==> src/rtl/frc_defs.svh <==
/*
 Constants for the flash rewrite control flags: register indices, bit positions,
 reset values and command bytes. Assumes nothing; definitions only.
*/
`ifndef FRC_DEFS_SVH
`define FRC_DEFS_SVH
// Register byte addresses on the AHB-Lite window
`define FRC_ADDR_STATUS   4'h0
`define FRC_ADDR_MODE     4'h4
`define FRC_ADDR_SUSPEND  4'h8
`define FRC_ADDR_COMMAND  4'hc
// Status/control register bits
`define FRC_B_READY       0
`define FRC_B_RW_EN       1
`define FRC_B_LOCK_REL    2
`define FRC_B_STOP        3
`define FRC_B_PERR        6
`define FRC_B_EERR        7
// Mode register bits
`define FRC_B_SEL         1
`define FRC_B_LOCK0       5
`define FRC_B_LOCK1       6
// Suspend register bits
`define FRC_B_SUS_EN      0
`define FRC_B_ESUS        1
`define FRC_B_PSUS        2
`define FRC_B_EPROG       3
`define FRC_B_PPROG       4
`define FRC_B_RDOK        6
`define FRC_B_LPR         7
// Reset values
`define FRC_RST_STATUS    8'h01
`define FRC_RST_MODE      8'h60
`define FRC_RST_SUSPEND   8'h00
// Command bytes
`define FRC_CMD_CLEAR     8'h50
`define FRC_CMD_PROGRAM   8'h40
`define FRC_CMD_ERASE     8'h20
// Protected-write window in cycles after the arming write
`define FRC_ARM_WINDOW    4'h8
`endif

==> src/rtl/frc_pkg.sv <==
/*
 Types shared by both ends of the flash rewrite control link.
 Assumes frc_defs.svh is on the include path.
*/
package frc_pkg;
   // Sequencer operation kinds
   typedef enum logic [1:0] {FRC_OP_NONE, FRC_OP_PROGRAM, FRC_OP_ERASE} frc_op_t;
   // Host bus phase
   typedef enum logic [1:0] {FRC_H_IDLE, FRC_H_ADDR, FRC_H_DATA} frc_hstate_t;
endpackage : frc_pkg

==> src/rtl/frc_link_if.sv <==
/*
 Link between the rewrite control flag block and the flash sequencer side.
 Assumes one clock shared by both ends.
*/
`timescale 1ns/100ps
interface frc_link_if;
   logic       cmd_valid;    // One-cycle command strobe
   logic [7:0] cmd_byte;     // Command code
   logic [1:0] cmd_block;    // Target block
   logic       cmd_accept;   // Command accepted, one cycle
   logic       seq_busy;     // Operation running
   logic       seq_op_erase; // Running op is erase
   logic       seq_done;     // One-cycle end of op
   logic       seq_fail;     // With done: op failed
   logic       suspend_req;  // Level: hold the op
   logic       suspended;    // Op is held
   logic       flash_reset;  // Level: stop and reset flash
   modport ctrl (output cmd_valid, cmd_byte, cmd_block, suspend_req, flash_reset,
                 input cmd_accept, seq_busy, seq_op_erase, seq_done, seq_fail, suspended);
   modport seq  (input cmd_valid, cmd_byte, cmd_block, suspend_req, flash_reset,
                 output cmd_accept, seq_busy, seq_op_erase, seq_done, seq_fail, suspended);
endinterface : frc_link_if

==> src/rtl/frc_arm.sv <==
/*
 Two-write protection unlock: a target value is taken only when written right after
 the opposite value. Assumes same-clock write strobes.
*/
`timescale 1ns/100ps
`include "frc_defs.svh"
module frc_arm (
   input  wire logic sys_clk,   // Clock
   input  wire logic resetn,    // Sync reset
   input  wire logic wr,        // Write to the bit's register
   input  wire logic wdata,     // Value written
   input  wire logic other_wr,  // Any other register write
   input  wire logic target,    // Value that needs arming
   output logic      allow      // Target write is allowed now
);
   logic       armed;           // Opposite value just written
   logic [3:0] age;             // Cycles since arming
   // Any other write breaks the pair; the window stops runaway arming
   always_ff @(posedge sys_clk) begin
      if (!resetn) begin
         armed <= 1'b0;
         age   <= 4'h0;
      end else if (wr) begin
         armed <= (wdata != target);
         age   <= 4'h0;
      end else if (other_wr || age == `FRC_ARM_WINDOW) begin
         armed <= 1'b0;
      end else if (armed) begin
         age <= age + 4'h1;
      end
   end
   assign allow = armed;
endmodule : frc_arm

==> src/rtl/frc_ctrl.sv <==
/*
 Device end: the three flash control registers reached over AHB-Lite, block
 protection, busy/error flags, stop, suspend and progress flags.
 Assumes the sequencer end on the link and a single 100 MHz clock.
*/
// Decided for this implementation: the AHB-Lite slave port and the placing of the registers.
`timescale 1ns/100ps
`include "frc_defs.svh"
// How it works
// ready low while programming, erasing or suspended
// commands accepted only with rewrite enabled
// lock release gates blocks 0 to 3
// block 0 needs release and lock0 clear
// block 1 needs release and lock1 clear
// stop blocks accesses, resets flash control
// software stops flash if ready never returns
// read-only program and erase error flags
// mode select one means CPU-held mode
// suspend works only with suspend enable
// erase suspend request gated, cleared resumes
// program suspend request gated, cleared resumes
// erase in progress through suspend
// program in progress through suspend
// read permitted only when idle or suspended
// software limits low-power read usage
// protected bits need zero then one
// clear status clears both error flags
// stop acts only with rewrite enabled
// rewrite disable clears lock release
// rewrite disable clears mode select
// lock bits writable in rewrite mode, guarded
// clear status is byte 50h
module frc_ctrl
   import frc_pkg::*;
(
   input  wire logic   sys_clk,     // 100 MHz clock
   input  wire logic   resetn,      // Sync reset, active low
   input  wire logic   hsel,        // AHB-Lite select
   input  wire logic [31:0] haddr,  // Address
   input  wire logic [1:0]  htrans, // Transfer type
   input  wire logic        hwrite, // Write
   input  wire logic [2:0]  hsize,  // Size
   input  wire logic [31:0] hwdata, // Write data
   input  wire logic        hready, // Bus ready in
   output logic [31:0]      hrdata, // Read data
   output logic             hreadyout, // Slave ready
   output logic             hresp,  // Always OKAY
   input  wire logic        irq_pending, // Enabled interrupt request
   output logic             flash_access_block, // Flash accesses blocked
   frc_link_if.ctrl         link    // Sequencer side
);
   import frc_pkg::*;
   ////////////////////////////////////////////////////////////////////////////
   // Bus slave
   logic       wr_pend;           // Data phase of a write
   logic [3:0] wr_addr;           // Latched address
   logic       rw_en, lock_rel, stop, perr, eerr;   // Status/control bits
   logic       sel, lock0, lock1;                   // Mode bits
   logic       sus_en, esus, psus, lpr;             // Suspend bits
   logic       eprog, pprog;                        // Progress flags
   wire        take    = hsel && hready && htrans[1];
   wire [7:0]  wd      = hwdata[7:0];
   wire        wr_stat = wr_pend && wr_addr == `FRC_ADDR_STATUS;
   wire        wr_mode = wr_pend && wr_addr == `FRC_ADDR_MODE;
   wire        wr_sus  = wr_pend && wr_addr == `FRC_ADDR_SUSPEND;
   wire        wr_cmd  = wr_pend && wr_addr == `FRC_ADDR_COMMAND;
   wire        ready   = !(link.seq_busy || eprog || pprog);
   wire        rdok    = !link.seq_busy || link.suspended;
   wire [7:0]  r_stat  = {eerr, perr, 2'b00, stop, lock_rel, rw_en, ready};
   wire [7:0]  r_mode  = {1'b0, lock1, lock0, 3'b000, sel, 1'b0};
   wire [7:0]  r_sus   = {lpr, rdok, 1'b0, pprog, eprog, psus, esus, sus_en};
   wire [7:0]  r_sel   = (haddr[3:0] == `FRC_ADDR_STATUS)  ? r_stat :
                         (haddr[3:0] == `FRC_ADDR_MODE)    ? r_mode :
                         (haddr[3:0] == `FRC_ADDR_SUSPEND) ? r_sus  : 8'h00;
   // Protection unlocks, one small module per guarded bit
   wire        any_wr = wr_pend;
   logic       ok_rw, ok_rel, ok_sel, ok_l0, ok_l1, ok_sus;
   frc_arm u_rw  (.sys_clk(sys_clk), .resetn(resetn), .wr(wr_stat), .wdata(wd[`FRC_B_RW_EN]),
                  .other_wr(any_wr && !wr_stat), .target(1'b1), .allow(ok_rw));
   frc_arm u_rel (.sys_clk(sys_clk), .resetn(resetn), .wr(wr_stat), .wdata(wd[`FRC_B_LOCK_REL]),
                  .other_wr(any_wr && !wr_stat), .target(1'b1), .allow(ok_rel));
   frc_arm u_sel (.sys_clk(sys_clk), .resetn(resetn), .wr(wr_mode), .wdata(wd[`FRC_B_SEL]),
                  .other_wr(any_wr && !wr_mode), .target(1'b1), .allow(ok_sel));
   frc_arm u_l0  (.sys_clk(sys_clk), .resetn(resetn), .wr(wr_mode), .wdata(wd[`FRC_B_LOCK0]),
                  .other_wr(any_wr && !wr_mode), .target(1'b0), .allow(ok_l0));
   frc_arm u_l1  (.sys_clk(sys_clk), .resetn(resetn), .wr(wr_mode), .wdata(wd[`FRC_B_LOCK1]),
                  .other_wr(any_wr && !wr_mode), .target(1'b0), .allow(ok_l1));
   frc_arm u_sus (.sys_clk(sys_clk), .resetn(resetn), .wr(wr_sus), .wdata(wd[`FRC_B_SUS_EN]),
                  .other_wr(any_wr && !wr_sus), .target(1'b1), .allow(ok_sus));
   // Bus: zero wait states, always OKAY; read data registered in the address phase
   // Ready and response are flops too, so every top output leaves a register
   always_ff @(posedge sys_clk) begin
      if (!resetn) begin
         wr_pend   <= 1'b0;
         wr_addr   <= 4'h0;
         hrdata    <= 32'h0;
         hreadyout <= 1'b1;
         hresp     <= 1'b0;
      end else begin
         wr_pend   <= take && hwrite;
         wr_addr   <= haddr[3:0];
         hreadyout <= 1'b1;
         hresp     <= 1'b0;
         if (take && !hwrite)
            hrdata <= {24'h0, r_sel};
      end
   end
   ////////////////////////////////////////////////////////////////////////////
   // Status/control and mode registers
   wire next_rw = wd[`FRC_B_RW_EN] ? (rw_en || ok_rw) : 1'b0;
   wire rw_drop = wr_stat && !next_rw;
   always_ff @(posedge sys_clk) begin
      if (!resetn) begin
         rw_en    <= 1'b0;
         lock_rel <= 1'b0;
         stop     <= 1'b0;
      end else if (wr_stat) begin
         rw_en    <= next_rw;
         lock_rel <= next_rw && wd[`FRC_B_LOCK_REL] && (lock_rel || ok_rel);
         stop     <= wd[`FRC_B_STOP];
      end
   end
   // Mode select and locks; rewrite disable forces select back
   always_ff @(posedge sys_clk) begin
      if (!resetn) begin
         sel   <= 1'b0;
         lock0 <= 1'b1;
         lock1 <= 1'b1;
      end else if (rw_drop || !rw_en) begin
         sel <= 1'b0;
      end else if (wr_mode) begin
         sel   <= wd[`FRC_B_SEL] && (sel || ok_sel);
         // A 1 sets at once; a 0 clears only when armed, else the lock holds
         lock0 <= wd[`FRC_B_LOCK0] || (lock0 && !ok_l0);
         lock1 <= wd[`FRC_B_LOCK1] || (lock1 && !ok_l1);
      end
   end
   ////////////////////////////////////////////////////////////////////////////
   // Commands, errors, progress
   // Block of the command now in its data phase; the link copy lags a cycle
   wire [1:0] cmd_blk = hwdata[9:8];
   wire blk_ok = lock_rel && (cmd_blk[1] ||
                 (cmd_blk == 2'h0 ? !lock0 : !lock1));
   wire is_clr = wr_cmd && wd == `FRC_CMD_CLEAR;
   wire is_pe  = wr_cmd && (wd == `FRC_CMD_PROGRAM || wd == `FRC_CMD_ERASE);
   wire stopped = stop && rw_en;
   always_ff @(posedge sys_clk) begin
      if (!resetn) begin
         link.cmd_valid <= 1'b0;
         link.cmd_byte  <= 8'h0;
         link.cmd_block <= 2'h0;
      end else begin
         link.cmd_valid <= wr_cmd && rw_en && !stopped && (!is_pe || blk_ok) && !is_clr;
         link.cmd_byte  <= wd;
         link.cmd_block <= cmd_blk;
      end
   end
   // Errors: set wins over clear
   always_ff @(posedge sys_clk) begin
      if (!resetn) begin
         perr <= 1'b0;
         eerr <= 1'b0;
      end else begin
         perr <= (link.seq_done && link.seq_fail && !link.seq_op_erase) || (perr && !(is_clr && rw_en));
         eerr <= (link.seq_done && link.seq_fail &&  link.seq_op_erase) || (eerr && !(is_clr && rw_en));
      end
   end
   // Progress flags follow the sequencer, held through suspend
   always_ff @(posedge sys_clk) begin
      if (!resetn) begin
         eprog <= 1'b0;
         pprog <= 1'b0;
      end else begin
         eprog <= link.seq_busy && link.seq_op_erase && !link.seq_done;
         pprog <= link.seq_busy && !link.seq_op_erase && !link.seq_done;
      end
   end
   ////////////////////////////////////////////////////////////////////////////
   // Suspend control
   wire e_win = sus_en && eprog;
   wire p_win = sus_en && pprog;
   // Request bits read 0 outside their window, so no stale request survives an op
   always_ff @(posedge sys_clk) begin
      if (!resetn) begin
         sus_en <= 1'b0;
         esus   <= 1'b0;
         psus   <= 1'b0;
         lpr    <= 1'b0;
      end else begin
         if (wr_sus) begin
            sus_en <= wd[`FRC_B_SUS_EN] && (sus_en || ok_sus);
            lpr    <= wd[`FRC_B_LPR];
         end
         esus <= e_win && ((sel && irq_pending) ||
                 (wr_sus ? (wd[`FRC_B_ESUS] && !sel) || (sel && esus && wd[`FRC_B_ESUS]) : esus));
         psus <= p_win && ((sel && irq_pending) ||
                 (wr_sus ? (wd[`FRC_B_PSUS] && !sel) || (sel && psus && wd[`FRC_B_PSUS]) : psus));
      end
   end
   // Link levels and the access block, all registered
   always_ff @(posedge sys_clk) begin
      if (!resetn) begin
         link.suspend_req   <= 1'b0;
         link.flash_reset   <= 1'b0;
         flash_access_block <= 1'b0;
      end else begin
         link.suspend_req   <= esus || psus;
         link.flash_reset   <= stopped;
         flash_access_block <= stopped || !rdok;
      end
   end
endmodule : frc_ctrl

==> src/flat_wrapper.sv <==
// flat-port wrapper written by rule: the top's interface ports become plain ports
module frc_ctrl_flat import frc_pkg::*;
  (sys_clk, resetn, hsel, haddr, htrans, hwrite, hsize, hwdata, hready, hrdata, hreadyout, hresp, irq_pending, flash_access_block, link_cmd_valid, link_cmd_byte, link_cmd_block, link_suspend_req, link_flash_reset, link_cmd_accept, link_seq_busy, link_seq_op_erase, link_seq_done, link_seq_fail, link_suspended);
  frc_link_if link_i ();
  input  wire logic sys_clk;
  input  wire logic resetn;
  input  wire logic hsel;
  input  wire logic [31:0] haddr;
  input  wire logic [1:0] htrans;
  input  wire logic hwrite;
  input  wire logic [2:0] hsize;
  input  wire logic [31:0] hwdata;
  input  wire logic hready;
  output logic [31:0] hrdata;
  output logic hreadyout;
  output logic hresp;
  input  wire logic irq_pending;
  output logic flash_access_block;
  output wire logic [$bits(link_i.cmd_valid)-1:0] link_cmd_valid;
  output wire logic [$bits(link_i.cmd_byte)-1:0] link_cmd_byte;
  output wire logic [$bits(link_i.cmd_block)-1:0] link_cmd_block;
  output wire logic [$bits(link_i.suspend_req)-1:0] link_suspend_req;
  output wire logic [$bits(link_i.flash_reset)-1:0] link_flash_reset;
  input wire logic [$bits(link_i.cmd_accept)-1:0] link_cmd_accept;
  input wire logic [$bits(link_i.seq_busy)-1:0] link_seq_busy;
  input wire logic [$bits(link_i.seq_op_erase)-1:0] link_seq_op_erase;
  input wire logic [$bits(link_i.seq_done)-1:0] link_seq_done;
  input wire logic [$bits(link_i.seq_fail)-1:0] link_seq_fail;
  input wire logic [$bits(link_i.suspended)-1:0] link_suspended;
  assign link_cmd_valid = link_i.cmd_valid;
  assign link_cmd_byte = link_i.cmd_byte;
  assign link_cmd_block = link_i.cmd_block;
  assign link_suspend_req = link_i.suspend_req;
  assign link_flash_reset = link_i.flash_reset;
  assign link_i.cmd_accept = link_cmd_accept;
  assign link_i.seq_busy = link_seq_busy;
  assign link_i.seq_op_erase = link_seq_op_erase;
  assign link_i.seq_done = link_seq_done;
  assign link_i.seq_fail = link_seq_fail;
  assign link_i.suspended = link_suspended;
  frc_ctrl u_core (.sys_clk(sys_clk), .resetn(resetn), .hsel(hsel), .haddr(haddr), .htrans(htrans), .hwrite(hwrite), .hsize(hsize), .hwdata(hwdata), .hready(hready), .hrdata(hrdata), .hreadyout(hreadyout), .hresp(hresp), .irq_pending(irq_pending), .flash_access_block(flash_access_block), .link(link_i));
endmodule
==> config.mk <==
export PLATFORM = sky130hd
export DESIGN_NAME = frc_ctrl_flat
export DESIGN_NICKNAME = d
export VERILOG_FILES = /design/src/rtl/frc_pkg.sv /design/src/rtl/frc_link_if.sv /design/src/rtl/frc_arm.sv /design/src/rtl/frc_ctrl.sv /design/src/flat_wrapper.sv
export VERILOG_INCLUDE_DIRS = /design/src /design/src/rtl
export SDC_FILE = /design/constraint.sdc
export NUM_CORES = 1
export LEC_CHECK = 0
export BUFFER_PORTS_ARGS = -buffer_cell sky130_fd_sc_hd__buf_2
export CAP_MARGIN = 20
export CORE_MARGIN = 1
export CORE_UTILIZATION = 53
export CTS_CLUSTER_SIZE = 30
export DETAILED_ROUTE_END_ITERATION = 8
export PLACE_DENSITY = 0.85
export SKIP_CTS_REPAIR_TIMING = 1
export SYNTH_ARGS = -nofsm -noshare
export SYNTH_HDL_FRONTEND = slang
export SYNTH_HIERARCHICAL = 1
export SYNTH_SLANG_ARGS = --single-unit
==> constraint.sdc <==
create_clock -name sys_clk -period 5.2 [get_ports sys_clk]
set_input_delay 0.78 -clock sys_clk [delete_from_list [all_inputs] [get_ports sys_clk]]
set_output_delay 0.78 -clock sys_clk [all_outputs]
set_load 0.02 [all_outputs]
# Word-level counts from Yosys, hierarchy flattened
# Cells that the tools add are included.
classes:
  add_sub_neg: 6
  eq_ne: 14
  mux: 19
  n_bitwise: 11
  n_reduce_logical: 114
ops:
  columns: ["operator", "count"]
  rows:
  - ["logical AND 1 bit", 47]
  - ["== test 4 bit, second input constant", 9]
  - ["logical OR 1 bit", 27]
  - ["adder 4 x 1 -> 4 bit, second input constant", 6]
  - ["two-way mux 8 bit", 3]
  - ["logical NOT 1 bit", 20]
  - ["== test 8 x 7 -> 1 bit, second input constant", 2]
  - ["two-way mux 1 bit", 16]
  - ["AND reduction 2 bit", 7]
  - ["nonzero test 2 bit", 6]
  - ["inverter 1 bit", 11]
  - ["== test 4 x 3 -> 1 bit, second input constant", 2]
  - ["== test 8 x 6 -> 1 bit, second input constant", 1]
  - ["logical NOT 4 bit", 2]
  - ["OR reduction 2 bit", 4]
  - ["logical NOT 2 bit", 1]
totals:
  regBits: 71
  word_cells: 199

# Logic depth before layout (Yosys ltp)
logic_depth:
  depth_word: 7
  depth_mapped: 6

# By module
# The synthesis kept the hierarchy.
by_module_without_submodules:
  columns: ["module", "n_inst", "cells_per_inst", "area_each_um2"]
  rows:
  - ["frc_ctrl", 1, 210, 1810.5]
  - ["frc_arm", 6, 31, 267.8]

# Worst setup path before layout
# Ideal clock, no wire load.
synth_timing:
  path_type: "register to register"
  start: "register u_core.wr_addr[2]"
  end: "register u_core.u_l0.age[0]"
  t_arrival_ps: 1721
  t_required_ps: 5130
  path_slack_ps: 3410
  path_stages_with_launch: 6
  synth_period_minus_slack_ps: 1790
  path_cell_list: "dfxtp_1 or4b_1 and2_1 nand2b_1 or3_1 a21oi_1"
synth_via:
  elab_chain_len: 7
synth_lines:
  columns: ["item", "line_no", "text"]
  rows:
  - ["start, declared", "frc_ctrl.sv:56", "logic [3:0] wr_addr;"]
  - ["start signal, assigned", "frc_ctrl.sv:101", "wr_addr <= haddr[3:0];"]
  - ["== test 4 x 3 -> 1 bit (no line) *", null, null]
  - ["logical AND 1 bit (no line) *", null, null]
  - ["logical NOT 1 bit", "frc_ctrl.sv:85", ".other_wr(any_wr && !wr_mode), .target(1'b0), .allow(ok_l0));"]
  - ["logical AND 1 bit", "frc_ctrl.sv:85", null]
  - ["logical OR 1 bit (no line)", null, null]
  - ["inverter 1 bit (no line)", null, null]
  - ["AND reduction 2 bit (no line)", null, null]
  - ["end signal, assigned", "frc_arm.sv:29", "age <= age + 4'h1;"]
  - ["end, declared", "frc_arm.sv:17", "logic [3:0] age;"]
# Mark *: on every way between the ends. The rest lies on a longest branch, timed or not.
# A chain may end at the register's enable or synchronous reset.

# Worst setup path in the final report
layout_timing:
  start: "register u_core.wr_pend (netlist: u_core/any_wr)"
  end: "register u_core.u_sel.age[1]"
layout_via:
  elab_chain_len: 6
layout_lines:
  columns: ["item", "line_no", "text"]
  rows:
  - ["start, declared", "frc_ctrl.sv:55", "logic wr_pend;"]
  - ["start signal, assigned", "frc_ctrl.sv:100", "wr_pend <= take && hwrite;"]
  - ["logical AND 1 bit (no line) *", null, null]
  - ["via u_core.wr_mode", "frc_ctrl.sv:64", "wire wr_mode = wr_pend && wr_addr == `FRC_ADDR_MODE;"]
  - ["logical NOT 1 bit", "frc_ctrl.sv:83", ".other_wr(any_wr && !wr_mode), .target(1'b1), .allow(ok_sel));"]
  - ["logical AND 1 bit", "frc_ctrl.sv:83", null]
  - ["logical OR 1 bit (no line)", null, null]
  - ["inverter 1 bit (no line)", null, null]
  - ["AND reduction 2 bit (no line)", null, null]
  - ["end signal, assigned", "frc_arm.sv:29", null]
  - ["end, declared", "frc_arm.sv:17", null]
# Mark *: on every way through the listed nets, which the timed path passes. The rest lies on a longest branch.

==> results.md <==
- Status: completed
- P&R area growth vs syn: 12.9%
- Synth Area in Simple Gates: 25.8%
- Sequential share of power: roughly 50%
- Prevailing post-synth register cell: dfxtp_1
- R2R depth: 5
- Hold path start: u_core/hrdata[3]
- DRT iter0 DRCs: ~130
- Sink Count: 71
- Via count: ~2800
- Final Hold Fails: 0
- Final period utilization: roughly two fifths
- Synth area leader: dfxtp_1
- Xor/xnor share of the synthesized area: between 1.5 and 2%
- Port buffer count: between 40 and 50
- Die Span Y: a little over 80 um
- Longest Clk Path Bufs: 2
- RSZ-0062 raised after global routing: no
- Gr ovfl total: 0
- Worst hold endpoint: u_core/hrdata[3]
- Wire length per cell: 12.8 um
- Lkg Pwr: roughly 1.7 nW
- Sw frac: approximately 24%
- Seq/Total Area, Yosys: approximately 42%
- Biggest registers after layout: u_core/hrdata (8), u_core/link.cmd_byte (8)
- Syn avg cell area: roughly 8.6 sq um
- Synth top area share: approximately 42%
- Share of cells above drive strength 1: between 10% and 20%
- Internal power: around 850 uW
- Setup-failing EPs final: 0
- Ys async rst share: 0%
- GRT Util Overall: approximately 22%
- Initial antenna violation count: 0
- CP max-delay cell: nor2_1
- R2r setup slk: about 3.1 ns
- Largest family of logic cells by synthesized area: simple AND/OR/NAND/NOR gates
- Post-route antenna net violation count: 0
- Unique masters post-synth: 38
- Post-route insts no fill: 531
- Clock Latency Late Sink: 0.35 ns
- #FFs+latches synth: slightly above 70
- Rel. slew slack: between 50 and 60%
- Num rows: 28
- Crit Path Category: flop to flop
- Placed insts: approximately 520
- CP Cell Sequence: or4b_1, nor2_1, nor2b_1, nand2_1, mux2i_1
- Clock transition at path regs: approximately 0.08 ns
- Nets: 544
- Post-synthesis adder-cell area fraction: under 10%
- # Max-Cap Violations: 0
- CTS tree: done
- Logic pwr share: 7.1%
- Synth Cell Area: 3420 sq um
- Clock tree root buffer cell: clkbuf_8
- Worst Hold Class: flop to flop
- Total Wirelength: 6.82 mm
- Tmin final: approximately 2.1 ns
- Critical Path Max Stage Delay: 0.60 ns
- Worst R2R End: u_core/u_sel/age[1]
- Worst R2R Start: u_core/any_wr
- GP Congestion: around 0.80
- Die area: around 6800 sq um
- Compound-Gate Fraction of Synth Area: 12.4%
- DP Wirelength: between 4 and 5 mm
- Sw Pwr: 275 uW
- Worst Setup Start Kind: flop
- Number of synthesized flops with an enable pin: 0
- Clock power share: 43.4%
- Worst Clk Skew: 0.0119 ns
- Vias per cell: 5.31
- ANT cells: 0
- Setup crit end kind: flop
- Largest fanout on the critical path: 13
- First-pass GRT wire length: about 11 mm
- Core area: ~6000 sq um
- Largest net degree at the start of global routing: 48
- Slew @ Worst Pin: just over 0.7 ns
- Die width: about 82 um
- Boundary Pins: 129
- Starting Density: a little under three fifths
- Top post-synthesis cells by area: dfxtp_1, buf_4, a21oi_1
- Pwr Density: between 200 and 300 nW/um^2
- Number of global-route vias before repair: about 2500
- Max Fclk: slightly below 0.5 GHz
- DR pass1 iterations: 4
- DRC viols: 0
- YS warnings: 6
- Worst path arrival time: about 2.3 ns
- Worst Path Required: ~5.4 ns
- Post-Synthesis Cells: approximately 400
- CTS Buf Count: 9
- TNS Setup: 0 ns
- H-tree depth: 3
- Slew Limit Fails: 0
- Mux cell area share after synthesis: roughly 5.7%
- Worst vdd ir: around 0.18 mV
- Hold path depth: 2
worst max-delay path, delay by kind of cell, from the launching register on:
family        cells  cell delay [ns]
mux               1             0.07
flops             1             0.45
simple gates      4             1.41
cells by family (layout without fill, tap and decap cells):
group | Yosys count | count (layout)
AND/OR/NAND/NOR | 165 | 165
AO/OA/AOI/OAI | 71 | 71
flip-flops | 71 | 71
buffers and inverters | 50 | 80
multiplexers | 19 | 19
adder cells (fa/ha/maj) | 12 | 12
XOR/XNOR | 6 | 6
other | 2 | 32
per-layer routing:
metal	part of all wire, %	routed length [um]	track usage (%)
met5	0	0	0
met1	43	2930	25.0
met3	5.8	393	6.04
met2	49	3370	36.8
met4	1.9	127	10.4
cells in the final DEF (no fill, tap or decap), drive strengths merged, types with 3 or more instances in the layout:
| cell | instances |
|---|---|
| buf | 47 |
| ha | 12 |
| xnor2 | 6 |
| dfxtp | 71 |
| mux2i | 16 |
| o21ai | 22 |
| inv | 18 |
| nor3 | 5 |
| nand4 | 3 |
| nand2b | 13 |
| nand3 | 16 |
| a21oi | 32 |
| nor2b | 9 |
| o211a | 6 |
| mux2 | 3 |
| clkbuf | 10 |
| and2 | 15 |
| nand2 | 41 |
| nor2 | 29 |
| conb | 32 |
| and3b | 6 |
| nand3b | 6 |
| a31oi | 3 |
| or3 | 12 |
cell type report:
type / instances / area, sq um
Tap cell: 75 / 93.8
Clock inverter: 6 / 93.8
Multi-Input combinational cell: 305 / 1820
Fill cell: 520 / 2200
Sequential cell: 71 / 1420
Timing Repair Buffer: 47 / 235
Clock buffer: 10 / 128
Inverter: 17 / 63.8
worst max-delay path by stage:
stage,cells past startpoint,endpoint,startpoint,slack [ns]
5_1_grt,5,u_core/u_l1/age[1],u_core/any_wr,2.98
3_5_place_dp,3,u_core/lock0,resetn,2.90
4_1_cts,5,u_core/u_sel/age[1],u_core/any_wr,3.14
3_3_place_gp,3,u_core/lock1,resetn,2.93
2_1_floorplan,5,u_core/u_l0/age[0],u_core/wr_addr[2],3.41
6_report,5,u_core/u_sel/age[1],u_core/any_wr,3.14
power groups by stage:
stage / combinational (mW) / sequential [mW] / clock [mW]
detailed placement: 0.0787 / 0.569 / 0
finish: 0.0793 / 0.557 / 0.488
CTS: 0.0789 / 0.556 / 0.499
global placement: 0.0768 / 0.569 / 0
global route: 0.0879 / 0.558 / 0.520
floorplan: 0.0618 / 0.574 / 0
stage by stage:
| step | util (%) | power (mW) | hold WS (ns) | cell area, sq um | setup slack, ns |
|---|---|---|---|---|---|
| after detailed placement | 60.0 | 0.648 | 0.444 | 3640 | 2.90 |
| after global routing | 63.7 | 1.17 | 0.472 | 3860 | 2.98 |
| after CTS | 63.7 | 1.13 | 0.454 | 3860 | 3.14 |
| after global placement | 60.0 | 0.645 | 0.440 | 3640 | 2.93 |
| final | 63.7 | 1.12 | 0.453 | 3860 | 3.14 |
| after floorplan | - | 0.636 | 0.433 | 3530 | 3.41 |
Yosys cell counts, drive strengths merged, types with 3 or more instances:
cell / count
a21oi: 32
a31oi: 3
and2: 15
and3b: 6
buf: 26
clkbuf: 7
dfxtp: 71
ha: 12
inv: 17
mux2: 3
mux2i: 16
nand2: 41
nand2b: 13
nand3: 16
nand3b: 6
nand4: 3
nor2: 29
nor2b: 9
nor3: 5
o211a: 6
o21ai: 22
or3: 12
xnor2: 6
Power figures use the tool's default switching activity.
